**config.mk**
```make
export PLATFORM = sky130hd
export DESIGN_NAME = free_and_modulus_counter
export DESIGN_NICKNAME = d
export VERILOG_FILES = /design/src/design/free_and_modulus_counter_pkg.sv /design/src/design/free_and_modulus_counter.sv
export SDC_FILE = /design/constraint.sdc
export NUM_CORES = 1
export LEC_CHECK = 0
export BUFFER_PORTS_ARGS = -buffer_cell sky130_fd_sc_hd__buf_2
export CAP_MARGIN = 20
export CORE_UTILIZATION = 31
export CTS_BUF_LIST = sky130_fd_sc_hd__clkbuf_8
export DETAILED_ROUTE_END_ITERATION = 8
export SYNTH_ARGS = -nofsm -noshare
export SYNTH_HDL_FRONTEND = slang
export SYNTH_SLANG_ARGS = --single-unit
```
**constraint.sdc**
```tcl
create_clock -name clk -period 5.9 [get_ports clk]
set_input_delay 0.59 -clock clk [delete_from_list [all_inputs] [get_ports clk]]
set_output_delay 0.59 -clock clk [all_outputs]
set_load 0.01 [all_outputs]
```
**src/design/free_and_modulus_counter_pkg.sv**
```systemverilog
// Constants, field layouts and carrier types for the counter block.
// Assumes a single 25 MHz system clock and a 16-bit register port.
`default_nettype none

package free_and_modulus_counter_pkg;

    // ------------------------------------------------------------
    // Clock and timing
    // ------------------------------------------------------------
    localparam int CLK_FREQ_HZ = 25000000;
    // External count pin may toggle at up to a quarter of this rate
    localparam int EXT_RATE_DIVISOR = 4;
    localparam int PRESC_WIDTH = 6;

    // ------------------------------------------------------------
    // Register indices (word addresses on the register port)
    // ------------------------------------------------------------
    localparam logic [2:0] REG_FREE_CTL = 3'h0;
    localparam logic [2:0] REG_FREE_CNT = 3'h1;
    localparam logic [2:0] REG_MOD_CTL = 3'h2;
    localparam logic [2:0] REG_MOD_CNT = 3'h3;
    localparam logic [2:0] REG_MOD_LATCH = 3'h4;
    localparam logic [2:0] REG_CONFIG = 3'h5;

    // Status/control bit positions
    localparam int CTL_COF_BIT = 15;
    localparam int CTL_PIN_BIT = 14;
    localparam int CTL_ARBHI_BIT = 13;
    localparam int CTL_LOADPIN_BIT = 12;
    localparam int CTL_LEVEL_LSB = 8;
    localparam int CTL_BUS_DRIVE_SELECT_B_BIT = 7;
    localparam int CTL_BUS_DRIVE_SELECT_A_BIT = 6;
    localparam int CTL_LOADEDGE_LSB = 4;
    localparam int CTL_CLKSEL_LSB = 0;

    // Module configuration bit positions
    localparam int CFG_VECT_LSB = 6;
    localparam int CFG_FRZ_BIT = 4;
    localparam int CFG_RUN_BIT = 3;
    localparam int CFG_ARB_LSB = 0;

    // Unit numbers that form the low vector bits
    localparam logic [5:0] FREE_UNIT_NUM = 6'h0c;
    localparam logic [5:0] MOD_UNIT_NUM = 6'h0b;

    // Pin indices in the synchroniser vectors
    localparam int PIN_FREE_COUNT = 0;
    localparam int PIN_MOD_COUNT = 1;
    localparam int PIN_MOD_LOAD = 2;

    localparam logic [15:0] COUNT_ALL_ONES = 16'hffff;
    localparam logic [15:0] COUNT_RESET = 16'h0000;
    localparam logic [15:0] LATCH_RESET = 16'h0000;

    // ------------------------------------------------------------
    // Types
    // ------------------------------------------------------------
    typedef enum logic [2:0] {
        CLK_TAP1 = 3'b000,
        CLK_TAP2 = 3'b001,
        CLK_TAP3 = 3'b010,
        CLK_TAP4 = 3'b011,
        CLK_TAP5 = 3'b100,
        CLK_TAP6 = 3'b101,
        CLK_EXT_RISE = 3'b110,
        CLK_EXT_FALL = 3'b111
    } clk_sel_t;

    typedef enum logic [1:0] {
        LOAD_NONE = 2'b00,
        LOAD_RISE = 2'b01,
        LOAD_FALL = 2'b10,
        LOAD_BOTH = 2'b11
    } load_edge_t;

    typedef struct packed {
        logic counter_overflow_flag;
        logic arbHigh;
        logic [2:0] level;
        logic bus_drive_select_b;
        logic bus_drive_select_a;
        load_edge_t loadEdge;
        clk_sel_t clkSel;
    } unit_ctl_t;

    typedef struct packed {
        logic [1:0] vecUpper;
        logic freezeResp;
        logic runBit;
        logic [2:0] arbField;
    } cfg_t;

    typedef struct packed {
        logic wr;
        logic rd;
        logic [2:0] addr;
        logic [15:0] data;
    } reg_req_t;

    typedef struct packed {
        logic req;
        logic [2:0] level;
        logic [3:0] arb;
        logic [7:0] vector;
    } irq_t;

    typedef struct packed {
        logic [15:0] cnt;
        logic ovf;
    } step_t;

    typedef struct packed {
        logic [2:0] pinMeta;
        logic [2:0] pinSync;
        logic [2:0] pinPrev;
        unit_ctl_t freeCtl;
        unit_ctl_t modCtl;
        logic [15:0] freeCnt;
        logic [15:0] modCnt;
        logic [15:0] modLatch;
        cfg_t cfg;
        logic [PRESC_WIDTH-1:0] presc;
        logic freeBlock;
        logic modBlock;
        logic [15:0] rdData;
        logic [15:0] busA;
        logic [15:0] busB;
        irq_t irq;
    } state_t;

endpackage

`default_nettype wire

```
**src/design/free_and_modulus_counter.sv**
```systemverilog
// Free-running and modulus counter units with prescaler, bus drive
// and interrupt request logic. Assumes one system clock, a same-clock
// register port and freeze/mask inputs, and asynchronous pins.
`default_nettype none
// How it works
// - 16-bit up counter, all-ones wrap sets overflow
// - Counter reads live value, writes load it
// - Reset clears free counter
// - Software zero write never raises overflow
// - Three-bit field picks one of eight sources
// - Source change ignores spurious pin edges
// - Count pin synchronised, level readable
// - No counting before prescaler run bit
// - External edges counted as events
// - Two drive bits choose time base bus
// - Nonzero level enables overflow request
// - Contend only above processor priority mask
// - Arbitration number from config plus high bit
// - Vector is upper bits plus unit number
// - Unused bits read zero, writes ignored
// - Modulus reload on overflow and load edge
// - Counter write loads counter and latch
// - Latch write changes latch only, readable
// - Reset clears modulus latch
// - Freeze with response bit stops counting
// - All-ones latch overflows every count
// - Zero latch behaves as free counter

module free_and_modulus_counter
    import free_and_modulus_counter_pkg::*;
(
    // Clock, reset, enable
    input wire logic clk,
    input wire logic rst_b,
    input wire logic clkEn,
    // Register port
    input wire reg_req_t regReq,
    output logic [15:0] rdData,
    // Asynchronous pins
    input wire logic extCountIn,
    input wire logic modCountIn,
    input wire logic modLoadIn,
    // System signals from same-clock logic
    input wire logic freezeIn,
    input wire logic [2:0] ipMask,
    // Time base buses, wired-OR contributions
    output logic [15:0] busA,
    output logic [15:0] busB,
    // Interrupt request
    output irq_t irqOut
);

    // ------------------------------------------------------------
    // Helpers
    // ------------------------------------------------------------

    // Picks the count event for one unit
    function automatic logic sourceTick(input clk_sel_t sel,
            input logic [5:0] taps, input logic rise, input logic fall);
        logic t;
        t = 1'b0;
        case (sel)
            CLK_TAP1: t = taps[0];
            CLK_TAP2: t = taps[1];
            CLK_TAP3: t = taps[2];
            CLK_TAP4: t = taps[3];
            CLK_TAP5: t = taps[4];
            CLK_TAP6: t = taps[5];
            CLK_EXT_RISE: t = rise;
            CLK_EXT_FALL: t = fall;
            default: t = 1'b0;
        endcase
        return t;
    endfunction

    // One counter step; write beats load beats count
    function automatic step_t unitStep(input logic [15:0] cnt,
            input logic [15:0] reload, input logic tick, input logic wr,
            input logic [15:0] wrData, input logic load);
        step_t s;
        s.cnt = cnt;
        s.ovf = 1'b0;
        if (wr) begin
            s.cnt = wrData;
        end else if (load) begin
            s.cnt = reload;
        end else if (tick) begin
            if (cnt == COUNT_ALL_ONES) begin
                s.ovf = 1'b1;
                s.cnt = reload;
            end else begin
                s.cnt = cnt + 16'h0001;
            end
        end
        return s;
    endfunction

    // Status/control register read image
    function automatic logic [15:0] ctlImage(input unit_ctl_t c,
            input logic pin, input logic loadPin);
        logic [15:0] v;
        v = 16'h0000;
        v[CTL_COF_BIT] = c.counter_overflow_flag;
        v[CTL_PIN_BIT] = pin;
        v[CTL_ARBHI_BIT] = c.arbHigh;
        v[CTL_LOADPIN_BIT] = loadPin;
        v[CTL_LEVEL_LSB +: 3] = c.level;
        v[CTL_BUS_DRIVE_SELECT_B_BIT] = c.bus_drive_select_b;
        v[CTL_BUS_DRIVE_SELECT_A_BIT] = c.bus_drive_select_a;
        v[CTL_LOADEDGE_LSB +: 2] = c.loadEdge;
        v[CTL_CLKSEL_LSB +: 3] = c.clkSel;
        return v;
    endfunction

    // Status/control write; overflow flag only cleared by a zero
    function automatic unit_ctl_t ctlWrite(input unit_ctl_t old,
            input logic [15:0] d, input logic hasLoad);
        unit_ctl_t c;
        c = old;
        c.counter_overflow_flag = old.counter_overflow_flag & d[CTL_COF_BIT];
        c.arbHigh = d[CTL_ARBHI_BIT];
        c.level = d[CTL_LEVEL_LSB +: 3];
        c.bus_drive_select_b = d[CTL_BUS_DRIVE_SELECT_B_BIT];
        c.bus_drive_select_a = d[CTL_BUS_DRIVE_SELECT_A_BIT];
        c.loadEdge = hasLoad ? load_edge_t'(d[CTL_LOADEDGE_LSB +: 2])
                : LOAD_NONE;
        c.clkSel = clk_sel_t'(d[CTL_CLKSEL_LSB +: 3]);
        return c;
    endfunction

    // ------------------------------------------------------------
    // State
    // ------------------------------------------------------------
    state_t st_reg;
    state_t st_next;

    logic running;
    logic [5:0] taps;
    logic [2:0] rise;
    logic [2:0] fall;
    logic freeTick;
    logic modTick;
    logic modLoad;
    logic wrFreeCnt;
    logic wrModCnt;
    logic wrLatch;
    logic wrFreeCtl;
    logic wrModCtl;
    logic freeReq;
    logic modReq;
    logic freeWins;
    step_t freeStep;
    step_t modStep;

    // Strobes, edges, taps and count qualifiers
    always_comb begin
        wrFreeCnt = regReq.wr && regReq.addr == REG_FREE_CNT;
        wrModCnt = regReq.wr && regReq.addr == REG_MOD_CNT;
        wrLatch = regReq.wr && regReq.addr == REG_MOD_LATCH;
        wrFreeCtl = regReq.wr && regReq.addr == REG_FREE_CTL;
        wrModCtl = regReq.wr && regReq.addr == REG_MOD_CTL;
        // Nothing counts before run, nor while frozen
        running = st_reg.cfg.runBit &&
                !(freezeIn && st_reg.cfg.freezeResp);
        // Edges come from the second synchroniser stage only
        rise = st_reg.pinSync & ~st_reg.pinPrev;
        fall = ~st_reg.pinSync & st_reg.pinPrev;
        // Constant-width mask: bits above k forced high, so low k+1 decide
        for (int k = 0; k < PRESC_WIDTH; k++) begin
            taps[k] = running && (&(st_reg.presc | (6'h3e << k)));
        end
        // Control write cycle and the one after ignore pin edges
        freeTick = running && !wrFreeCtl && !st_reg.freeBlock &&
                sourceTick(st_reg.freeCtl.clkSel, taps,
                rise[PIN_FREE_COUNT], fall[PIN_FREE_COUNT]);
        modTick = running && !wrModCtl && !st_reg.modBlock &&
                sourceTick(st_reg.modCtl.clkSel, taps,
                rise[PIN_MOD_COUNT], fall[PIN_MOD_COUNT]);
        modLoad = (st_reg.modCtl.loadEdge[0] && rise[PIN_MOD_LOAD]) ||
                (st_reg.modCtl.loadEdge[1] && fall[PIN_MOD_LOAD]);
        freeStep = unitStep(st_reg.freeCnt, COUNT_RESET, freeTick,
                wrFreeCnt, regReq.data, 1'b0);
        modStep = unitStep(st_reg.modCnt, st_reg.modLatch, modTick,
                wrModCnt, regReq.data, modLoad);
        // Request only if level nonzero and above the mask
        freeReq = st_reg.freeCtl.counter_overflow_flag && st_reg.freeCtl.level != 3'h0 &&
                st_reg.freeCtl.level > ipMask;
        modReq = st_reg.modCtl.counter_overflow_flag && st_reg.modCtl.level != 3'h0 &&
                st_reg.modCtl.level > ipMask;
        // Higher level wins inside the block; ties go to free unit
        freeWins = freeReq &&
                (!modReq || st_reg.freeCtl.level >= st_reg.modCtl.level);
    end

    // Next state
    always_comb begin
        st_next = st_reg;
        st_next.pinMeta = {modLoadIn, modCountIn, extCountIn};
        st_next.pinSync = st_reg.pinMeta;
        st_next.pinPrev = st_reg.pinSync;
        st_next.freeBlock = wrFreeCtl;
        st_next.modBlock = wrModCtl;
        // Prescaler halts with the counters
        if (running) begin
            st_next.presc = st_reg.presc + 6'h01;
        end
        // Register writes
        if (wrFreeCtl) begin
            st_next.freeCtl = ctlWrite(st_reg.freeCtl, regReq.data, 1'b0);
        end
        if (wrModCtl) begin
            st_next.modCtl = ctlWrite(st_reg.modCtl, regReq.data, 1'b1);
        end
        if (regReq.wr && regReq.addr == REG_CONFIG) begin
            st_next.cfg.vecUpper = regReq.data[CFG_VECT_LSB +: 2];
            st_next.cfg.freezeResp = regReq.data[CFG_FRZ_BIT];
            st_next.cfg.runBit = regReq.data[CFG_RUN_BIT];
            st_next.cfg.arbField = regReq.data[CFG_ARB_LSB +: 3];
        end
        if (wrLatch || wrModCnt) begin
            st_next.modLatch = regReq.data;
        end
        st_next.freeCnt = freeStep.cnt;
        st_next.modCnt = modStep.cnt;
        // Overflow set wins over a clearing write
        if (freeStep.ovf) begin
            st_next.freeCtl.counter_overflow_flag = 1'b1;
        end
        if (modStep.ovf) begin
            st_next.modCtl.counter_overflow_flag = 1'b1;
        end
        // Read data, one cycle after the strobe
        st_next.rdData = 16'h0000;
        if (regReq.rd) begin
            case (regReq.addr)
                REG_FREE_CTL: st_next.rdData = ctlImage(st_reg.freeCtl,
                        st_reg.pinSync[PIN_FREE_COUNT], 1'b0);
                REG_FREE_CNT: st_next.rdData = st_reg.freeCnt;
                REG_MOD_CTL: st_next.rdData = ctlImage(st_reg.modCtl,
                        st_reg.pinSync[PIN_MOD_COUNT],
                        st_reg.pinSync[PIN_MOD_LOAD]);
                REG_MOD_CNT: st_next.rdData = st_reg.modCnt;
                REG_MOD_LATCH: st_next.rdData = st_reg.modLatch;
                REG_CONFIG: st_next.rdData = {8'h00, st_reg.cfg.vecUpper,
                        1'b0, st_reg.cfg.freezeResp, st_reg.cfg.runBit,
                        st_reg.cfg.arbField};
                default: st_next.rdData = 16'h0000;
            endcase
        end
        // Wired-OR time base contributions
        st_next.busA = (st_reg.freeCtl.bus_drive_select_a ? st_reg.freeCnt : 16'h0000) |
                (st_reg.modCtl.bus_drive_select_a ? st_reg.modCnt : 16'h0000);
        st_next.busB = (st_reg.freeCtl.bus_drive_select_b ? st_reg.freeCnt : 16'h0000) |
                (st_reg.modCtl.bus_drive_select_b ? st_reg.modCnt : 16'h0000);
        // Interrupt request, arbitration number and vector
        st_next.irq.req = freeReq || modReq;
        if (freeWins) begin
            st_next.irq.level = st_reg.freeCtl.level;
            st_next.irq.arb = {st_reg.freeCtl.arbHigh,
                    st_reg.cfg.arbField};
            st_next.irq.vector = {st_reg.cfg.vecUpper,
                    FREE_UNIT_NUM};
        end else if (modReq) begin
            st_next.irq.level = st_reg.modCtl.level;
            st_next.irq.arb = {st_reg.modCtl.arbHigh,
                    st_reg.cfg.arbField};
            st_next.irq.vector = {st_reg.cfg.vecUpper,
                    MOD_UNIT_NUM};
        end else begin
            st_next.irq = '0;
        end
    end

    // State register; all fields reset to zero
    always_ff @(posedge clk or negedge rst_b) begin
        if (!rst_b) begin
            st_reg <= '0;
        end else if (clkEn) begin
            st_reg <= st_next;
        end
    end

    assign rdData = st_reg.rdData;
    assign busA = st_reg.busA;
    assign busB = st_reg.busB;
    assign irqOut = st_reg.irq;
endmodule // free_and_modulus_counter

`default_nettype wire

```
# [Word-level counts from Yosys, hierarchy flattened]
# Cells that the tools add are included.
[totals] reg_bits=158 input_bits=31 out_inout_bits=64 wordCells=156
[op_classes] n_addsub=3 magnitude_cmp=3 eq_ne=21 mux=28 bitwise=8 n_reduce_logical=60
[ops] operator="$mux 16" count=10
[ops] operator="$pmux 16 s6" count=1
[ops] operator="$mux 17" count=2
[ops] operator="$add 16x1->16 const B" count=2
[ops] operator="$eq 16x16->1 const B" count=2
[ops] operator="$or 16x16->16" count=2
[ops] operator="$eq 3x3->1 const B" count=10
[ops] operator="$mux 15" count=2
[ops] operator="$logic_and 1x1->1" count=27
[ops] operator="$mux 12" count=2
[ops] operator="$reduce_and 2->1" count=10
[ops] operator="$eq 3x2->1 const B" count=6
[ops] operator="$pmux 1 s8" count=2
[ops] operator="$eq 3x1->1 const B" count=3
[ops] operator="$logic_not 3->1" count=3
[ops] operator="$mux 1" count=9
[ops] operator="$reduce_bool 3->1" count=3
[ops] operator="$add 6x1->6 const B" count=1
[ops] operator="$and 3x3->3" count=2
[ops] operator="$gt 3x3->1" count=2
[ops] operator="$logic_not 1->1" count=6
[ops] operator="$not 3->3" count=2
[ops] operator="$reduce_and 6->1" count=1
[ops] operator="$reduce_bool 2->1" count=3
[ops] operator="6 further kinds" count=10

# [Longest topological paths before layout]
[logic_depth] depth_word=11 mapped_depth=10

# [Least setup slack after synthesis]
# No wires, ideal clock.
[synth_timing] path_type="flip-flop to flip-flop" start="reg st_reg[66] (netlist name)" end="reg st_reg[106] (netlist name)" setup_time_ps=132 t_arrival_ps=2215 required_ps=5768 slack_ps=3553 path_stages_with_launch=10 path_buffers=0 cell_sequence="dfrtp_1 ha_1 and3_2 ha_1 mux2i_1 nor3_1 nor3_1 nor2_1 o21ai_1 a21oi_1"
[synth_between] elab_chain_len=6 elab_cells_between_ends=15 cone_classes="mux (1); reduce/logical (14)"
[synth_lines] element="from (decl)" line="free_and_modulus_counter.sv:134" rtl="state_t st_reg;"
[synth_lines] element="from (signal assigned)" line="free_and_modulus_counter.sv:279" rtl="st_reg <= st_next;"
[synth_lines] element="$reduce_and 6->1, or another cell as far along" line="free_and_modulus_counter.sv:170" rtl="taps[k] = running && (&(st_reg.presc | (6'h3e << k)));"
[synth_lines] element="$logic_and 1x1->1" line="free_and_modulus_counter.sv:170"
[synth_lines] element="$pmux 1 s8 *" line="free_and_modulus_counter.sv:62" rtl="case (sel)"
[synth_lines] element="$logic_and 1x1->1 *" line="free_and_modulus_counter.sv:176" rtl="modTick = running && !wrModCtl && !st_reg.modBlock &&"
[synth_lines] element="$reduce_bool 3->1 (no line) *"
[synth_lines] element="$reduce_and 2->1 (no line) *"
# Mark *: on every way between the ends. The rest lies on a longest branch, timed or not.
# A chain may end at the register's enable or synchronous reset.

# [Worst setup path in the final report]
# Same ends and word-level chain as after synthesis.

==> results.cfg <==
[placement]
port_buffers = 92
place_area_um2 = 9000
hpwl_mm = 18.8
place_congestion = 0.932

[timing]
setup_tns_ns = 0
final.period_utilization_pct = 58.3
rsz0062_at_grt = false
finalSetupViolCount = 0
slew_headroom_pct = 34.0
skew_ns = 0.0157
min_period_ns = 3.44
fmax_mhz = 291
tightestPinTransition_ns = 0.991
slew_viol_final = 0
finalHoldViolCount = 0

[cells_and_area]
diodes = 0
most-common-layout-cells = dfrtp_1, buf_2, nor2_1
syn2layout_area_growth_pct = 7.26
final_cell_area_um2 = 9380
drive_gt1_share_pct = 22.9
fillers = 2899
nets = 922
layout_commonest_cell = dfrtp_1
largest_reg_flops = 88

[critical_path]
crit_chain = ha_1, and3_2, ha_1, mux2i_1, nor3_1, nor3_1, nor2_1, o21ai_1, a21oi_1
cp-end-kind = flop
cp_data_required_time_ns = 6.21
path_delay_family = simple AND/OR/NAND/NOR gates
worstPathMaxFanout = 8
crit_path_top_delay_cell = nor3_1
crit_arrival_ns = 3.75
cp_slowest_stage_delay_ns = 0.68
critPathKind = flop to flop
start_kind = flop
cp_num_buf_inv = 0

[power_and_ir_drop]
ir_worst_vdd_v = 0.000143
leakage_nw = 4.04
p_per_area_nw_per_um2 = 351

[clock_network]
cts_tree = built
h-tree-depth = 4
cts.sinks = 154
cts-root-buf = clkbuf_8
cts_buffers = 17
cts_setup_buffers = 0
ctsResizeCount = 0
cts_hold_buf = 0
clkLatencyLatePin_ns = 0.47
cts_max_path_buffers = 2
cts.clk_slew.worst_paths_ns = 0.09

[detailed_routing]
drc = 0
first_pass_iters = 5
routed_wl_mm = 27.0
ant_nets = 0
vias = 6941
via_per_inst = 5.47
drt_iter0_drc = 658
wire_per_inst_um = 21.3

[floorplanning]
initial_utilization_pct = 31.5
die_area_um2 = 28900
core.rowCount = 61
fp.dieW_um = 170
core_area_um2 = 27800
die_h_um = 170
io_pins = 95

[yosys]
synth-edff-count = 0
synth_area_um2 = 8740
yosysTopAreaCell = dfrtp_1
ys_async_sr_fraction_pct = 100
yosysTopAreaCellShare_pct = 44.1
avgSynthCellArea_um2 = 9.90
synth_cell_types = 69
synthCells = 883
synthFlopType = dfrtp_1
netlist_top_cells_area = dfrtp_1, mux2_2, buf_4
ys_ff_latch = 154
yosys_warnings = 0
synth_seq_area_share_pct = 44.1

[global_route]
grt_antenna_before_repair = 1
grt_overflow_total = 0
grt_max_degree = 102
grt_pass1_wl_mm = 41.5
grtUsageTotal_pct = 19.2
first_global_vias = 6757

[run]
maxCapViolCount = 0

[run_status]
status = complete, no violations

[hold_path]
hold_path_class = primary input to async pin
==> stage by stage <==
stage	std cells	power (mW)	hold WS, ns	utilization (%)	setup WS, ns
5_1_grt	1268	3.47	0.312	33.8	2.36
3_3_place_gp	1235	2.54	0.464	32.4	2.54
2_1_floorplan	884	2.25	0.294	-	3.55
6_report	1268	3.29	0.215	33.8	2.46
3_5_place_dp	1235	2.55	0.467	32.4	2.51
4_1_cts	1267	3.29	0.265	33.7	2.61
==> metal layers <==
layer / global-route usage [%] / up-vias / wire length, um
met5: 0 / - / 12
met4: 6.85 / 2 / 614
met3: 4.72 / 44 / 1980
met2: 30.3 / 292 / 12600
met1: 25.4 / 3431 / 11800
li1: - / 3172 / -
==> worst register-to-register path, stage by stage (launching register included) <==
cell	delay [ns]
dfrtp_1	0.46
ha_1	0.30
and3_2	0.20
ha_1	0.20
mux2i_1	0.13
nor3_1	0.06
nor3_1	0.68
nor2_1	0.40
o21ai_1	0.67
a21oi_1	0.19
==> report_power, final <==
group	internal [mW]	total (mW)	switching, mW
clock	0.302	0.732	0.430
sequential	1.28	1.67	0.395
combinational	0.411	0.885	0.474
==> path summary, 6_finish.rpt <==
| kind | end | start | cells after the start | slack [ns] |
|---|---|---|---|---|
| min in group clk | st_next[156] | modLoadIn | 2 | 0.38 |
| setup / recovery | st_reg[106] | st_reg[66] | 9 | 2.46 |
| max in group asynchronous | st_reg[144] | rst_b | 2 | 4.36 |
| hold reg to reg | st_reg[71] | st_reg[71] | 1 | 0.49 |
| setup reg to reg | st_reg[106] | st_reg[66] | 9 | 2.46 |
| hold / removal | busB[14] | rst_b | 1 | 0.22 |
==> cell usage after synthesis (28+ instances only) <==
master	n
nand3_1	28
dfrtp_1	154
clkbuf_1	33
nand2_1	39
mux2_2	62
a21oi_1	59
nor2_1	70
buf_4	66
a22oi_1	55
o2bb2ai_1	31
inv_1	28
o21ai_0	43
==> final cells by class <==
| type | count | area [um^2] | area share, % |
|---|---|---|---|
| clock inverters | 14 | 103 | 1.09 |
| multi-input cells | 578 | 4060 | 43.3 |
| inverters | 28 | 105 | 1.12 |
| clock buffers | 18 | 248 | 2.64 |
| repair buffers | 98 | 534 | 5.70 |
| flip-flops and latches | 154 | 3850 | 41.1 |
| well taps | 378 | 473 | 5.04 |
==> cell families after synthesis <==
logic type               share of synthesized area [%]
other                                           0.0429
adder cells (fa/ha/maj)                           2.00
XOR/XNOR                                          1.50
AO/OA/AOI/OAI                                     22.3
flip-flops                                        44.1
AND/OR/NAND/NOR                                   11.2
multiplexers                                      9.36
buffers and inverters                             9.52
No activity file was read; power rests on OpenSTA's default activity.
